**src/shared/occ_defs.svh**
```systemverilog
`ifndef OCC_DEFS_SVH
`define OCC_DEFS_SVH
// Summary of operation
// - Five independent compare units with pulse/PWM output
// - Single/continuous cascade as 32-bit; cascaded PWM rises at each low-half zero
// - Sync/trigger source chosen from 21 sources
// - Primary and secondary period compared with counter
// - Single pulse, continuous pulse or PWM output
// - Own 16-bit counter, one of six clocks
// - Free-running counter wraps all-ones to zero
// - Event whenever counter equals either period
// - Synchronous: sync event resets the counter
// - Triggered: counter held until sync event arrives
// - Sync field zero selects free-running operation
// - Bit seven set selects triggered, clear synchronous
// - Sync field picks the sync/trigger source
// - Odd unit low half, even unit high half
// - Low-half wrap increments the paired high half
// - Cascade only when both units set cascade bit

`define OCC_NUM_UNITS     5
`define OCC_NUM_SYNC      21
`define OCC_NUM_CLK       6

// Register word offsets (byte address = 4 * index).
`define OCC_REG_STRIDE    8'h08
`define OCC_REG_CTRL1     3'h0
`define OCC_REG_CTRL2     3'h1
`define OCC_REG_PRI       3'h2
`define OCC_REG_SEC       3'h3
`define OCC_REG_CNT       3'h4
`define OCC_ADDR_STATUS   6'h28
`define OCC_ADDR_MASK     6'h29

// Control-one fields: output mode and clock select.
`define OCC_C1_MODE_LSB   0
`define OCC_C1_CLK_LSB    4
// Control-two fields.
`define OCC_C2_SYNC_LSB   0
`define OCC_C2_TRIG_BIT   7
`define OCC_C2_CASC_BIT   8

`define OCC_SYNC_FREE     5'h00
`define OCC_RST_WORD      16'h0000
`endif

```
**src/shared/occ_pkg.sv**
```systemverilog
package occ_pkg;
   typedef enum logic [2:0] {
      OCC_MODE_OFF    = 3'h0,
      OCC_MODE_SINGLE = 3'h1,
      OCC_MODE_CONT   = 3'h2,
      OCC_MODE_PWM    = 3'h3
   } occ_mode_t;

   typedef struct packed {
      logic [2:0]  clk_sel;
      occ_mode_t   mode;
      logic        casc;
      logic        trig;
      logic [4:0]  sync_sel;
   } occ_cfg_t;

   typedef struct packed {
      logic [15:0] cnt;
      logic [15:0] pri;
      logic [15:0] sec;
      logic        armed;
      logic        done;
      logic        out;
   } occ_unit_t;

   typedef struct packed {
      logic [5:0]  addr;
      logic        rd;
      logic        wr;
      logic [31:0] wdata;
   } occ_req_t;
endpackage

```
**src/occ_core.sv**
```systemverilog
`timescale 1ns/1ps
`default_nettype none
`include "occ_defs.svh"
module occ_core (
   // Clock and reset
   input  wire logic                   clk_sys,
   input  wire logic                   nrst,
   // Avalon-MM slave, word addressed
   input  wire logic [5:0]             avs_address,
   input  wire logic                   avs_read,
   input  wire logic                   avs_write,
   input  wire logic [31:0]            avs_writedata,
   output logic      [31:0]            avs_readdata,
   output logic                        avs_waitrequest,
   // Event inputs from other internal modules, asynchronous
   input  wire logic [20:0]            sync_src,
   input  wire logic [5:0]             clk_src,
   // Compare outputs and interrupt
   output logic      [4:0]             cmp_out,
   output logic                        irq
);
   localparam int N = `OCC_NUM_UNITS;

   typedef struct packed {
      occ_pkg::occ_cfg_t  [N-1:0] cfg;
      occ_pkg::occ_unit_t [N-1:0] u;
      logic [N-1:0]  run;
      logic [20:0]   sy1;
      logic [20:0]   sy2;
      logic [20:0]   sy3;
      logic [5:0]    ck1;
      logic [5:0]    ck2;
      logic [5:0]    ck3;
      logic [N-1:0]  stat;
      logic [N-1:0]  mask;
      logic [31:0]   rdata;
      logic          wait_n;
      logic [N-1:0]  outp;
      logic          irq;
   } occ_state_t;

   occ_state_t st_ff;
   occ_state_t nxt_st;

   ////////////////////////////////////////////////////////////////////////////
   // Sync source select: zero means no source; 1..21 pick a line.
   function automatic logic pick_sync(input logic [4:0] sel, input logic [20:0] ev);
      logic r;
      r = 1'b0;
      if (sel != `OCC_SYNC_FREE && sel <= 5'(`OCC_NUM_SYNC)) begin
         r = ev[sel - 5'h01];
      end
      return r;
   endfunction

   // Clock select: one of six rising-edge strobes, 6 and 7 read as idle.
   function automatic logic pick_clk(input logic [2:0] sel, input logic [5:0] ev);
      logic r;
      r = 1'b0;
      if (sel < 3'(`OCC_NUM_CLK)) begin
         r = ev[sel];
      end
      return r;
   endfunction

   // Cascade holds only while both halves of a pair set it.
   function automatic logic pair_on(input occ_pkg::occ_cfg_t a, input occ_pkg::occ_cfg_t b);
      return a.casc && b.casc;
   endfunction

   ////////////////////////////////////////////////////////////////////////////
   logic [20:0]  sync_edge;
   logic [5:0]   clk_edge;
   logic [N-1:0] tick;
   logic [N-1:0] sync_hit;
   logic [N-1:0] wrap;
   logic [N-1:0] hi_of_pair;
   logic [N-1:0] ev;

   assign sync_edge = st_ff.sy2 & ~st_ff.sy3;
   assign clk_edge  = st_ff.ck2 & ~st_ff.ck3;

   genvar g;
   generate
      for (g = 0; g < N; g++) begin : g_unit
         // Even-indexed unit 0,2 is the odd-numbered low half; pairs 0/1 and 2/3.
         if (g % 2 == 1) begin : g_hi
            assign hi_of_pair[g] = pair_on(st_ff.cfg[g-1], st_ff.cfg[g]);
         end else begin : g_lo
            assign hi_of_pair[g] = 1'b0;
         end
         assign sync_hit[g] = pick_sync(st_ff.cfg[g].sync_sel, sync_edge);
         assign tick[g] = pick_clk(st_ff.cfg[g].clk_sel, clk_edge);
         assign wrap[g] = tick[g] && st_ff.u[g].cnt == 16'hffff;
      end
   endgenerate

   ////////////////////////////////////////////////////////////////////////////
   always_comb begin
      logic [2:0]  reg_idx;
      logic [5:0]  unit_base;
      logic        hit;
      logic        up;
      logic [31:0] cnt32;
      logic [31:0] pri32;
      logic [31:0] sec32;
      logic        mpri;
      logic        msec;
      reg_idx   = 3'h0;
      unit_base = 6'h00;
      hit       = 1'b0;
      up        = 1'b0;
      cnt32     = 32'h0000_0000;
      pri32     = 32'h0000_0000;
      sec32     = 32'h0000_0000;
      mpri      = 1'b0;
      msec      = 1'b0;
      ev        = '0;
      nxt_st    = st_ff;

      nxt_st.sy1 = sync_src;
      nxt_st.sy2 = st_ff.sy1;
      nxt_st.sy3 = st_ff.sy2;
      nxt_st.ck1 = clk_src;
      nxt_st.ck2 = st_ff.ck1;
      nxt_st.ck3 = st_ff.ck2;

      // Counters and compare, one unit at a time.
      for (int i = 0; i < N; i++) begin
         if (hi_of_pair[i]) begin
            // High half counts on the low half's wrap and follows its run state.
            up = wrap[(i + N - 1) % N] && st_ff.run[(i + N - 1) % N];
            if (sync_hit[(i + N - 1) % N] && !st_ff.cfg[(i + N - 1) % N].trig) begin
               nxt_st.u[i].cnt = `OCC_RST_WORD;
            end else if (up) begin
               nxt_st.u[i].cnt = st_ff.u[i].cnt + 16'h0001;
            end
         end else begin
            if (st_ff.cfg[i].sync_sel == `OCC_SYNC_FREE) begin
               nxt_st.run[i] = 1'b1;
            end else if (st_ff.cfg[i].trig) begin
               if (sync_hit[i]) begin
                  nxt_st.run[i] = 1'b1;
               end
            end else begin
               nxt_st.run[i] = 1'b1;
            end
            if (sync_hit[i] && !st_ff.cfg[i].trig) begin
               nxt_st.u[i].cnt = `OCC_RST_WORD;
            end else if (tick[i] && st_ff.run[i]) begin
               nxt_st.u[i].cnt = st_ff.u[i].cnt + 16'h0001;
            end
         end
      end

      // Matches: a cascaded pair compares all 32 bits and drives the low unit's pin.
      for (int i = 0; i < N; i++) begin
         if (hi_of_pair[i]) begin
            ev[i] = 1'b0;
         end else begin
            if (i + 1 < N && hi_of_pair[(i + 1) % N]) begin
               cnt32 = {st_ff.u[(i + 1) % N].cnt, st_ff.u[i].cnt};
               pri32 = {st_ff.u[(i + 1) % N].pri, st_ff.u[i].pri};
               sec32 = {st_ff.u[(i + 1) % N].sec, st_ff.u[i].sec};
               mpri  = cnt32 == pri32;
               msec  = cnt32 == sec32;
            end else begin
               mpri = st_ff.u[i].cnt == st_ff.u[i].pri;
               msec = st_ff.u[i].cnt == st_ff.u[i].sec;
            end
            mpri = mpri && tick[i] && st_ff.run[i];
            msec = msec && tick[i] && st_ff.run[i];
            ev[i] = mpri || msec;
            case (st_ff.cfg[i].mode)
               occ_pkg::OCC_MODE_SINGLE: begin
                  if (mpri && !st_ff.u[i].done) begin
                     nxt_st.u[i].out = 1'b1;
                  end else if (msec && st_ff.u[i].out) begin
                     nxt_st.u[i].out  = 1'b0;
                     nxt_st.u[i].done = 1'b1;
                  end
               end
               occ_pkg::OCC_MODE_CONT: begin
                  if (mpri) begin
                     nxt_st.u[i].out = 1'b1;
                  end else if (msec) begin
                     nxt_st.u[i].out = 1'b0;
                  end
               end
               occ_pkg::OCC_MODE_PWM: begin
                  // Output rises at counter zero or on the secondary match and falls on the duty (primary) match.
                  if (mpri) begin
                     nxt_st.u[i].out = 1'b0;
                  end else if (msec || (st_ff.u[i].cnt == 16'h0000 && tick[i])) begin
                     nxt_st.u[i].out = 1'b1;
                  end
               end
               default: begin
                  nxt_st.u[i].out  = 1'b0;
                  nxt_st.u[i].done = 1'b0;
               end
            endcase
         end
         nxt_st.outp[i] = hi_of_pair[i] ? 1'b0 : nxt_st.u[i].out;
      end

      ////////////////////////////////////////////////////////////////////////
      // Bus slave: one wait cycle, answer on the second.
      hit = 1'b0;
      nxt_st.wait_n = 1'b0;
      nxt_st.rdata  = 32'h0000_0000;
      if ((avs_read || avs_write) && !st_ff.wait_n) begin
         nxt_st.wait_n = 1'b1;
         for (int i = 0; i < N; i++) begin
            unit_base = 6'(i) * 6'(`OCC_REG_STRIDE);
            if (avs_address >= unit_base && avs_address < unit_base + 6'h05) begin
               reg_idx = 3'(avs_address - unit_base);
               hit = 1'b1;
               case (reg_idx)
                  `OCC_REG_CTRL1: begin
                     nxt_st.rdata = {25'h0, st_ff.cfg[i].clk_sel, 1'b0, st_ff.cfg[i].mode};
                     if (avs_write) begin
                        nxt_st.cfg[i].mode    = occ_pkg::occ_mode_t'(avs_writedata[2:0]);
                        nxt_st.cfg[i].clk_sel = avs_writedata[6:4];
                        nxt_st.u[i].done      = 1'b0;
                     end
                  end
                  `OCC_REG_CTRL2: begin
                     nxt_st.rdata = {23'h0, st_ff.cfg[i].casc, st_ff.cfg[i].trig, 2'h0,
                                     st_ff.cfg[i].sync_sel};
                     if (avs_write) begin
                        nxt_st.cfg[i].sync_sel = avs_writedata[4:0];
                        nxt_st.cfg[i].trig     = avs_writedata[`OCC_C2_TRIG_BIT];
                        nxt_st.cfg[i].casc     = avs_writedata[`OCC_C2_CASC_BIT];
                        // Triggered mode re-arms: counter stops until the next event.
                        nxt_st.run[i] = 1'b0;
                     end
                  end
                  `OCC_REG_PRI: begin
                     nxt_st.rdata = {16'h0, st_ff.u[i].pri};
                     if (avs_write) begin
                        nxt_st.u[i].pri = avs_writedata[15:0];
                     end
                  end
                  `OCC_REG_SEC: begin
                     nxt_st.rdata = {16'h0, st_ff.u[i].sec};
                     if (avs_write) begin
                        nxt_st.u[i].sec = avs_writedata[15:0];
                     end
                  end
                  default: begin
                     nxt_st.rdata = {16'h0, st_ff.u[i].cnt};
                     if (avs_write) begin
                        nxt_st.u[i].cnt = avs_writedata[15:0];
                     end
                  end
               endcase
            end
         end
         if (avs_address == `OCC_ADDR_MASK) begin
            nxt_st.rdata = {27'h0, st_ff.mask};
            if (avs_write) begin
               nxt_st.mask = avs_writedata[N-1:0];
            end
         end
         // Write answers carry no data, so a stale register value never reaches the bus.
         if (avs_write) begin
            nxt_st.rdata = 32'h0000_0000;
         end
      end

      // Sticky events; a new event wins over the clearing read.
      if ((avs_read && !st_ff.wait_n) && avs_address == `OCC_ADDR_STATUS) begin
         nxt_st.rdata = {27'h0, st_ff.stat};
         nxt_st.stat  = ev;
      end else begin
         nxt_st.stat = st_ff.stat | ev;
      end
      nxt_st.irq = |(nxt_st.stat & nxt_st.mask);
   end

   ////////////////////////////////////////////////////////////////////////////
   always_ff @(posedge clk_sys) begin
      if (!nrst) begin
         st_ff <= '0;
      end else begin
         st_ff <= nxt_st;
      end
   end

   assign avs_readdata    = st_ff.rdata;
   assign avs_waitrequest = !st_ff.wait_n;
   assign cmp_out         = st_ff.outp;
   assign irq             = st_ff.irq;
endmodule
`default_nettype wire

```
**config.mk**
```make
export PLATFORM = sky130hd
export DESIGN_NAME = occ_core
export DESIGN_NICKNAME = d
export VERILOG_FILES = /design/src/shared/occ_pkg.sv /design/src/occ_core.sv
export VERILOG_INCLUDE_DIRS = /design/src /design/src/shared
export SDC_FILE = /design/constraint.sdc
export NUM_CORES = 1
export LEC_CHECK = 0
export BUFFER_PORTS_ARGS = -buffer_cell sky130_fd_sc_hd__clkbuf_2
export CORE_MARGIN = 5
export CORE_UTILIZATION = 40
export CTS_CLUSTER_DIAMETER = 30
export DETAILED_ROUTE_END_ITERATION = 12
export PLACE_DENSITY_LB_ADDON = 0.05
export REMOVE_ABC_BUFFERS = 1
export SLEW_MARGIN = 30
export SYNTH_ARGS = -nofsm -noshare
export SYNTH_HDL_FRONTEND = slang
export SYNTH_SLANG_ARGS = --single-unit
```
**constraint.sdc**
```tcl
create_clock -name clk_sys -period 3.5 [get_ports clk_sys]
set_input_delay 0.7 -clock clk_sys [delete_from_list [all_inputs] [get_ports clk_sys]]
set_output_delay 0.7 -clock clk_sys [all_outputs]
set_load 0.05 [all_outputs]
```
==> flow_summary.toml, run 1 <==
[outcome]
outcome = "finished clean"

[global_routing]
grt_pass1_wl_um = 142000
grt_pass1_vias = 21900
grt_start_max_net_pins = 127
grtUsageTotal = 0.278
antenna_found_initial = 1
globalRouteOverflowTotal = 0

[placed_design]
io_buffers = 75
hpwl_um = 67100
dpl_worst_slack_ns = 0.0661
gp_congestion = 0.928

[worst_hold_path]
hold_path.class = "input port to flip-flop"
whs_endpoint = "nxt_st[101]$_SDFF_PN0_"
holdPathStages = 2
hp-start = "sync_src[13]"

[synthesis]
synth_most_common_cell = "nand2_1"
syn-cell-area_sq_mm = 0.0242
ys_top_cells_by_area = "dfxtp_1, nand2_1, xnor2_1"
synthCells = 2982
yosys_warnings = 0
synth_edf_count = 0
synthFlopType = "dfxtp_1"
yosys.area.top_type = "dfxtp_1"
seq_area_frac_synth = 0.356
synth_top_area_share = 0.356
yosys-top-cells-count = "nand2_1, dfxtp_1, a21oi_1"
ys_async_sr_fraction = 0
ys_types = 85
synth_seq_cells = 431
syn_avg_cell_area_sq_um = 8.13

[setup_path]
crit_arrival_ns = 3.72
rrSetupSlack_ns = 0.28
path_depth = 12
critical_path.cell_chain = "inv_1 > ha_1 > xor2_1 > and3_1 > o221ai_1 > a22oi_1 > o221ai_1 > o31ai_2 > o21ai_1 > buf_4 > a211oi_1 > nor4_1"
required_ns = 4.00
path_common_cell = "o221ai_1"
path_buf_inv = 2
slowest_delay_ns = 0.57
worstSetupPathType = "flip-flop to flip-flop"
critPathTopFamily = "compound AO/OA/AOI/OAI gates"
worstRegToRegCells = 12
regToRegStartpoint = "st_ff[416]$_SDFFE_PN0P_"
r2r_end = "st_ff[334]$_SDFF_PN0_"
cp_slowest_cell = "o31ai_2"
crit_fanout = 6
end_kind = "flip-flop"
startpoint_type = "flip-flop"

[power]
p_clk_frac = 0.637
p_seq_frac = 0.309
powerDensity_mw_per_mm2 = 555
p_leak_nw = 10.8
ir_worst_vdd_uv = 424
power_mw = 16.3
pwr-share-comb = 0.054
p_sw_mw = 3.87
cell_internal_pwr_mw = 12.5
switching_share = 0.237

[detailed_routing]
drtAntennaViolNets = 0
drt_iter0_markers = 2330
wl_um = 95200
route.detailed.drc = 0
wl_per_cell_um = 24.3
routed_via_density = 5.81
first_pass_iters = 8
via_count = 22700

[timing]
timing.hold.ws_ns = 0.259
slew_headroom = 0.332
period_share = 0.921
setup_violations = 0
fmax_ghz = 0.310
min_period_ns = 3.22
finalHoldViolCount = 0
tightest_slew_ns = 0.997
tns_ns = 0
rsz0062_at_grt = "no"
finClkSkew_ns = 0.0238
slew_violations = 0
timing.final.ws_setup_ns = 0.277

[floorplanning]
die_area_sq_mm = 0.0656
io_pins = 108
die_h_um = 256
fp.dieW_um = 256
fp-row-count = 90
start_util = 0.402
core-area_sq_mm = 0.0602

[run]
drv_cap = 0

[clock_tree]
cts_buffers = 115
cts_buffer_depth = 3
post-cts-setup-buffers = 0
cts_tree = "built"
cts_root_buf = "clkbuf_16"
clock_latency_ns = 0.66
clock-sinks = 431
h-tree-depth = 3
path_clk_slew_ns = 0.05

[finish]
num-fill-cells = 5742
num_antenna_cells = 0
drive_gt1_frac = 0.166
fin_nets = 3126
syn2layout_area_growth_pct = 21.4
## timing repair
action / 4_1_cts / 5_1_grt
hold endpoints to repair: 0 / 0
gates resized for setup: 0 / 5
setup endpoints to repair: 0 / 20
hold buffers: 0 / 0
## worst max-delay path by stage
stage | start | endpoint | slack (ns)
floorplan | nrst | st_ff[374]$_SDFF_PN0_ | -2.89
global placement | avs_address[1] | st_ff[233]$_SDFF_PN0_ | 0.09
detailed placement | avs_address[1] | st_ff[233]$_SDFF_PN0_ | 0.07
CTS | st_ff[442]$_SDFFE_PN0P_ | st_ff[375]$_SDFF_PN0_ | 0.22
global route | st_ff[429]$_SDFFE_PN0P_ | st_ff[332]$_SDFF_PN0_ | 0.02
finish | st_ff[416]$_SDFFE_PN0P_ | st_ff[334]$_SDFF_PN0_ | 0.28
## through the flow
stage               instances  cell area [sq um]   util
detailed placement       3702              25500  0.423
finish                   3915              29400  0.488
CTS                      3915              29400  0.488
global route             3915              29400  0.488
global placement         3702              25500  0.423
floorplan                2705              23000      -
## routing by layer
metal	GRT usage	wire (um)	part of all wire	vias up
met2	0.423	41300	0.43	947
met5	0	12	0.00013	-
met3	0.0541	7510	0.079	186
met4	0.0861	2870	0.030	2
met1	0.400	43500	0.46	11100
li1	-	-	-	10500
## power by group through the flow
stage,clock network [mW],logic (mW),registers [mW]
after floorplan,0,0.385,5.12
after global placement,0,0.858,5.14
after detailed placement,0,0.863,5.14
after CTS,10.5,0.866,5.05
after global routing,10.8,0.923,5.06
final,10.4,0.876,5.06
## flip-flops by register name, indices dropped and copies added (netlist names)
signal	flops
st_ff	356
avs_readdata	16
cmp_out	4
nxt_st	54
irq	1
## logic make-up after synthesis
| logic type | Yosys count | share of synthesized area |
|---|---|---|
| buffers and inverters | 338 | 0.0594 |
| AOI/OAI and AO/OA | 604 | 0.152 |
| other | 1 | 0.000155 |
| xor gates and xnor gates | 228 | 0.0827 |
| and+or+nand+nor | 1139 | 0.221 |
| DFF | 431 | 0.356 |
| muxes | 221 | 0.119 |
| adders and majority gates | 20 | 0.0103 |
## layout make-up
type / count / area [sq um] / area share
clock buffers: 159 / 3340 / 0.113
clock inverters: 54 / 571 / 0.0194
inverters: 46 / 180 / 0.00612
flip-flops and latches: 431 / 8630 / 0.293
well taps: 782 / 978 / 0.0332
repair buffers: 215 / 1470 / 0.0499
multi-input cells: 2228 / 14300 / 0.485
## cell usage in the layout, fill, tap and decap left out, drive strengths merged, types with 45 or more instances in the layout
master,n
a21oi,264
and2,94
buf,144
clkbuf,230
dfxtp,431
inv,49
mux2i,146
mux4,51
nand2,458
nand4,57
nor2,237
nor3,68
o21ai,126
xnor2,183
xor2,45
Power figures use the tool's default switching activity.
==> run 2, diff against run 1 <==
RECOVER_POWER = 100   (was default)
==> flow_summary.toml, run 2 (synthesis gave the netlist of run 1 again) <==
[setup_path]
slowest_delay_ns = 0.71
crit_arrival_ns = 3.89
critical_path.cell_chain = "buf_2 > clkbuf_1 > clkbuf_1 > and2_0 > buf_4 > nand2_1 > clkbuf_1 > nor2_1 > clkbuf_1 > nand2_1 > a21oi_1"
worstRegToRegCells = 12
cp_slowest_cell = "clkbuf_1"
r2r_end = "st_ff[334]$_SDFF_PN0_"
end_kind = "flip-flop"
worstSetupPathType = "input port to flip-flop"
crit_path_end = "st_ff[305]$_SDFFE_PN0P_"
required_ns = 4.08
regToRegStartpoint = "st_ff[416]$_SDFFE_PN0P_"
rrSetupSlack_ns = 0.29
path_depth = 11
path_common_cell = "clkbuf_1"
startpoint_type = "input port"
crit_fanout = 21
critPathTopFamily = "buffers and inverters"
crit_start = "avs_address[1]"
path_buf_inv = 6

[outcome]
outcome = "finished clean"

[clock_tree]
path_clk_slew_ns = 0.05
cts_buffers = 115
clock-sinks = 431
cts_buffer_depth = 3
postCtsHoldBufs = 0
cts_resized = 0
clock_latency_ns = 0.66
h-tree-depth = 3
post-cts-setup-buffers = 0
cts_root_buf = "clkbuf_16"
cts_tree = "built"

[timing]
slew_violations = 0
tightest_slew_ns = 0.990
timing.hold.ws_ns = 0.260
rsz0062_at_grt = "no"
setup_violations = 0
finClkSkew_ns = 0.0259
slew_headroom = 0.340
period_share = 0.948
fmax_ghz = 0.301
finalHoldViolCount = 0
min_period_ns = 3.32

[detailed_routing]
drt_iter0_markers = 2261
route.detailed.drc = 0
via_count = 22700
routed_via_density = 5.80
first_pass_iters = 5
drtAntennaViolNets = 0
wl_um = 95300
wl_per_cell_um = 24.3

[run]
drv_cap = 0

[global_routing]
globalRouteOverflowTotal = 0
grt_pass1_vias = 21900
antenna_found_initial = 1
grtUsageTotal = 0.278
grt_start_max_net_pins = 127
grt_pass1_wl_um = 142000

[finish]
syn2layout_area_growth_pct = 21.0
drive_gt1_frac = 0.152
num_antenna_cells = 0
largest_reg_flops = 356
layout_common_cells = "nand2_1, dfxtp_1, a21oi_1, nor2_1, xnor2_1"
final_common_cell = "nand2_1"
fin_nets = 3126
top_register = "st_ff"
utilization = 0.487

[worst_hold_path]
hold_path.class = "input port to flip-flop"

[placed_design]
io_buffers = 75
hpwl_um = 67100
gp_congestion = 0.928

[floorplanning]
fp.dieW_um = 256
io_pins = 108
die_h_um = 256
fp-row-count = 90
core-area_sq_mm = 0.0602
start_util = 0.402
die_area_sq_mm = 0.0656

[power]
powerDensity_mw_per_mm2 = 557
pwr-share-comb = 0.053
switching_share = 0.237
cell_internal_pwr_mw = 12.5
p_seq_frac = 0.310
p_leak_nw = 10.7
p_clk_frac = 0.637
p_sw_mw = 3.87
ir_worst_vdd_uv = 424
-- run 2: cell types whose count changed in the layout (fill, tap and decap cells not counted) --
cell / change
clkbuf_1: +42
clkbuf_2: -23
buf_4: -19
and2_1: -20
and2_0: +20
-- run 2: metal layers --
layer,GRT usage,part of all wire,vias to the layer above,wire length [um]
met3,0.0541,0.079,184,7540
met5,0,0.00014,-,13
met4,0.0861,0.030,2,2830
met1,0.400,0.46,11100,43400
li1,-,-,10500,-
met2,0.423,0.43,938,41400
-- run 2: final cells by class --
| type | count | area (sq um) |
|---|---|---|
| Clock buffer | 159 | 3340 |
| Clock inverter | 54 | 571 |
| Fill cell | 5767 | 30900 |
| Inverter | 46 | 180 |
| Multi-Input combinational cell | 2228 | 14300 |
| Sequential cell | 431 | 8630 |
| Tap cell | 782 | 978 |
| Timing Repair Buffer | 215 | 1370 |
-- run 2: stage by stage --
step	instance area, sq um	std cells	setup TNS, ns	setup WS (ns)	total power [mW]
after floorplan	23000	2705	-477.59	-2.89	5.51
after global placement	25500	3702	0	0.0916	6.00
after detailed placement	25500	3702	0	0.0661	6.00
after CTS	29400	3915	0	0.215	16.5
after global routing	29300	3915	0	0.0184	16.8
final	29300	3915	0	0.182	16.3
-- run 2: worst min path at each step --
stage                                       from                     end  slack (ns)  cells after the start
after CTS                           sync_src[13]  nxt_st[101]$_SDFF_PN0_        0.22                      2
after global placement     nxt_st[94]$_SDFF_PN0_   nxt_st[73]$_SDFF_PN0_        0.41                      1
after global routing                  clk_src[5]   nxt_st[60]$_SDFF_PN0_        0.23                      2
after detailed placement  nxt_st[107]$_SDFF_PN0_   nxt_st[86]$_SDFF_PN0_        0.42                      1
final                               sync_src[13]  nxt_st[101]$_SDFF_PN0_        0.26                      2
after floorplan            nxt_st[55]$_SDFF_PN0_   nxt_st[49]$_SDFF_PN0_        0.41                      1
-- run 2: power by group through the flow --
stage	clock network (mW)	logic, mW	registers (mW)
finish	10.4	0.871	5.06
global route	10.8	0.918	5.06
global placement	0	0.858	5.14
floorplan	0	0.385	5.12
detailed placement	0	0.863	5.14
CTS	10.5	0.866	5.05
==> run 3, diff against run 2 <==
CORE_ASPECT_RATIO = 1.25   (was default)
==> flow_summary.toml, run 3 (synthesis gave the netlist of run 1 again) <==
[clock_tree]
cts_buffers = 106
cts_root_buf = "clkbuf_16"
clock-sinks = 431
path_clk_slew_ns = 0.05
cts_tree = "built"
cts_buffer_depth = 3
clock_latency_ns = 0.65
h-tree-depth = 3

[setup_path]
worstRegToRegCells = 11
slowest_delay_ns = 0.83
required_ns = 4.01
crit_fanout = 29
critical_path.cell_chain = "clkbuf_2 > clkbuf_1 > and2_0 > and2_0 > clkbuf_4 > nand2_1 > clkbuf_2 > nand2_1 > a21oi_1"
cp_slowest_cell = "clkbuf_2"
regToRegStartpoint = "st_ff[416]$_SDFFE_PN0P_"
worstSetupPathType = "input port to flip-flop"
crit_arrival_ns = 3.83
end_kind = "flip-flop"
crit_start = "avs_address[0]"
startpoint_type = "input port"

[placed_design]
hpwl_um = 68800
gp_congestion = 0.969
placed_cells = 3698
io_buffers = 75

[finish]
top_register = "st_ff"
layout_common_cells = "nand2_1, dfxtp_1, a21oi_1, nor2_1, xnor2_1"
final_common_cell = "nand2_1"
final_cells = 3894
utilization = 0.486
fin_nets = 3123
drive_gt1_frac = 0.145
syn2layout_area_growth_pct = 21.0
num_antenna_cells = 0
largest_reg_flops = 356

[global_routing]
grt_start_max_net_pins = 118
antenna_found_initial = 2
globalRouteOverflowTotal = 0
grt_pass1_wl_um = 143000
grtUsageTotal = 0.284
grt_pass1_vias = 21800

[detailed_routing]
drt_iter0_markers = 1748
drtAntennaViolNets = 0
wl_um = 95900
routed_via_density = 5.76
first_pass_iters = 6
via_count = 22400
route.detailed.drc = 0
wl_per_cell_um = 24.6

[timing]
rsz0062_at_grt = "no"
setup_violations = 0
fmax_ghz = 0.301
finalHoldViolCount = 0
slew_headroom = 0.216
period_share = 0.948
min_period_ns = 3.32
slew_violations = 0
finClkSkew_ns = 0.0267
tightest_slew_ns = 1.18

[floorplanning]
die_h_um = 285
fp-row-count = 101
fp.dieW_um = 230
core-area_sq_mm = 0.0604
start_util = 0.401
io_pins = 108
die_area_sq_mm = 0.0657

[power]
p_leak_nw = 10.7
power_mw = 16.7
ir_worst_vdd_uv = 530
powerDensity_mw_per_mm2 = 568

[worst_hold_path]
hold_path.class = "input port to flip-flop"
holdPathStages = 2
hp-start = "sync_src[5]"

[outcome]
outcome = "finished clean"

[run]
drv_cap = 0
run 3: cell types whose count changed in the layout (fill, tap and decap cells not counted), sizes merged:
cell,previous run,this run
clkinv,30,21
clkbuf,249,252
buf,125,111
clkinvlp,12,9
bufinv,9,21
run 3: path summary, 6_finish.rpt:
path / end / slack, ns
worst min-delay path: nxt_st[93]$_SDFF_PN0_ / 0.26
worst max register to register: st_ff[327]$_SDFF_PN0_ / 0.22
worst max-delay path: st_ff[306]$_SDFFE_PN0P_ / 0.18
worst min register to register: nxt_st[49]$_SDFF_PN0_ / 0.43
run 3: report_power, final:
group	internal, mW	leakage, nW	switching, mW
Sequential	4.99	3.49	0.0603
Clock	7.63	1.92	3.12
Combinational	0.267	5.25	0.612
Total	12.9	10.7	3.79
run 3: cell type report:
cell class / instances / area, sq um
timing repair buffer: 221 / 1390
clock inverter: 54 / 871
multi-input combinational: 2228 / 14200
inverter: 46 / 180
tap: 772 / 966
sequential: 431 / 8630
fill: 5888 / 31100
clock buffer: 142 / 3070
run 3: repair_timing:
item,in CTS,in global routing
endpoints found under the setup margin,0,12
hold buffers,0,0
endpoints found under the hold margin,0,0
resized for setup,0,2
setup buffers,0,0
run 3: per-stage QoR:
stage,instance area [sq um],setup slack (ns),hold slack (ns),setup TNS (ns)
floorplan,23000,-2.89,0.412,-477.59
global placement,25600,0.157,0.415,0
detailed placement,25600,0.109,0.418,0
CTS,29500,0.0687,0.212,0
global route,29300,0.00764,0.231,0
finish,29300,0.182,0.257,0
run 3: per-layer routing:
metal | up-vias | GRT usage | part of all wire
li1 | 10500 | - | -
met1 | 10900 | 0.365 | 0.42
met2 | 833 | 0.473 | 0.47
met3 | 197 | 0.0470 | 0.059
met4 | 0 | 0.119 | 0.045
met5 | - | 0 | 0
run 3: critical path, delay by kind of cell:
family          cells  cell delay [ns]
compound gates      1             0.07
simple gates        4             1.22
buf+inv             4             1.78
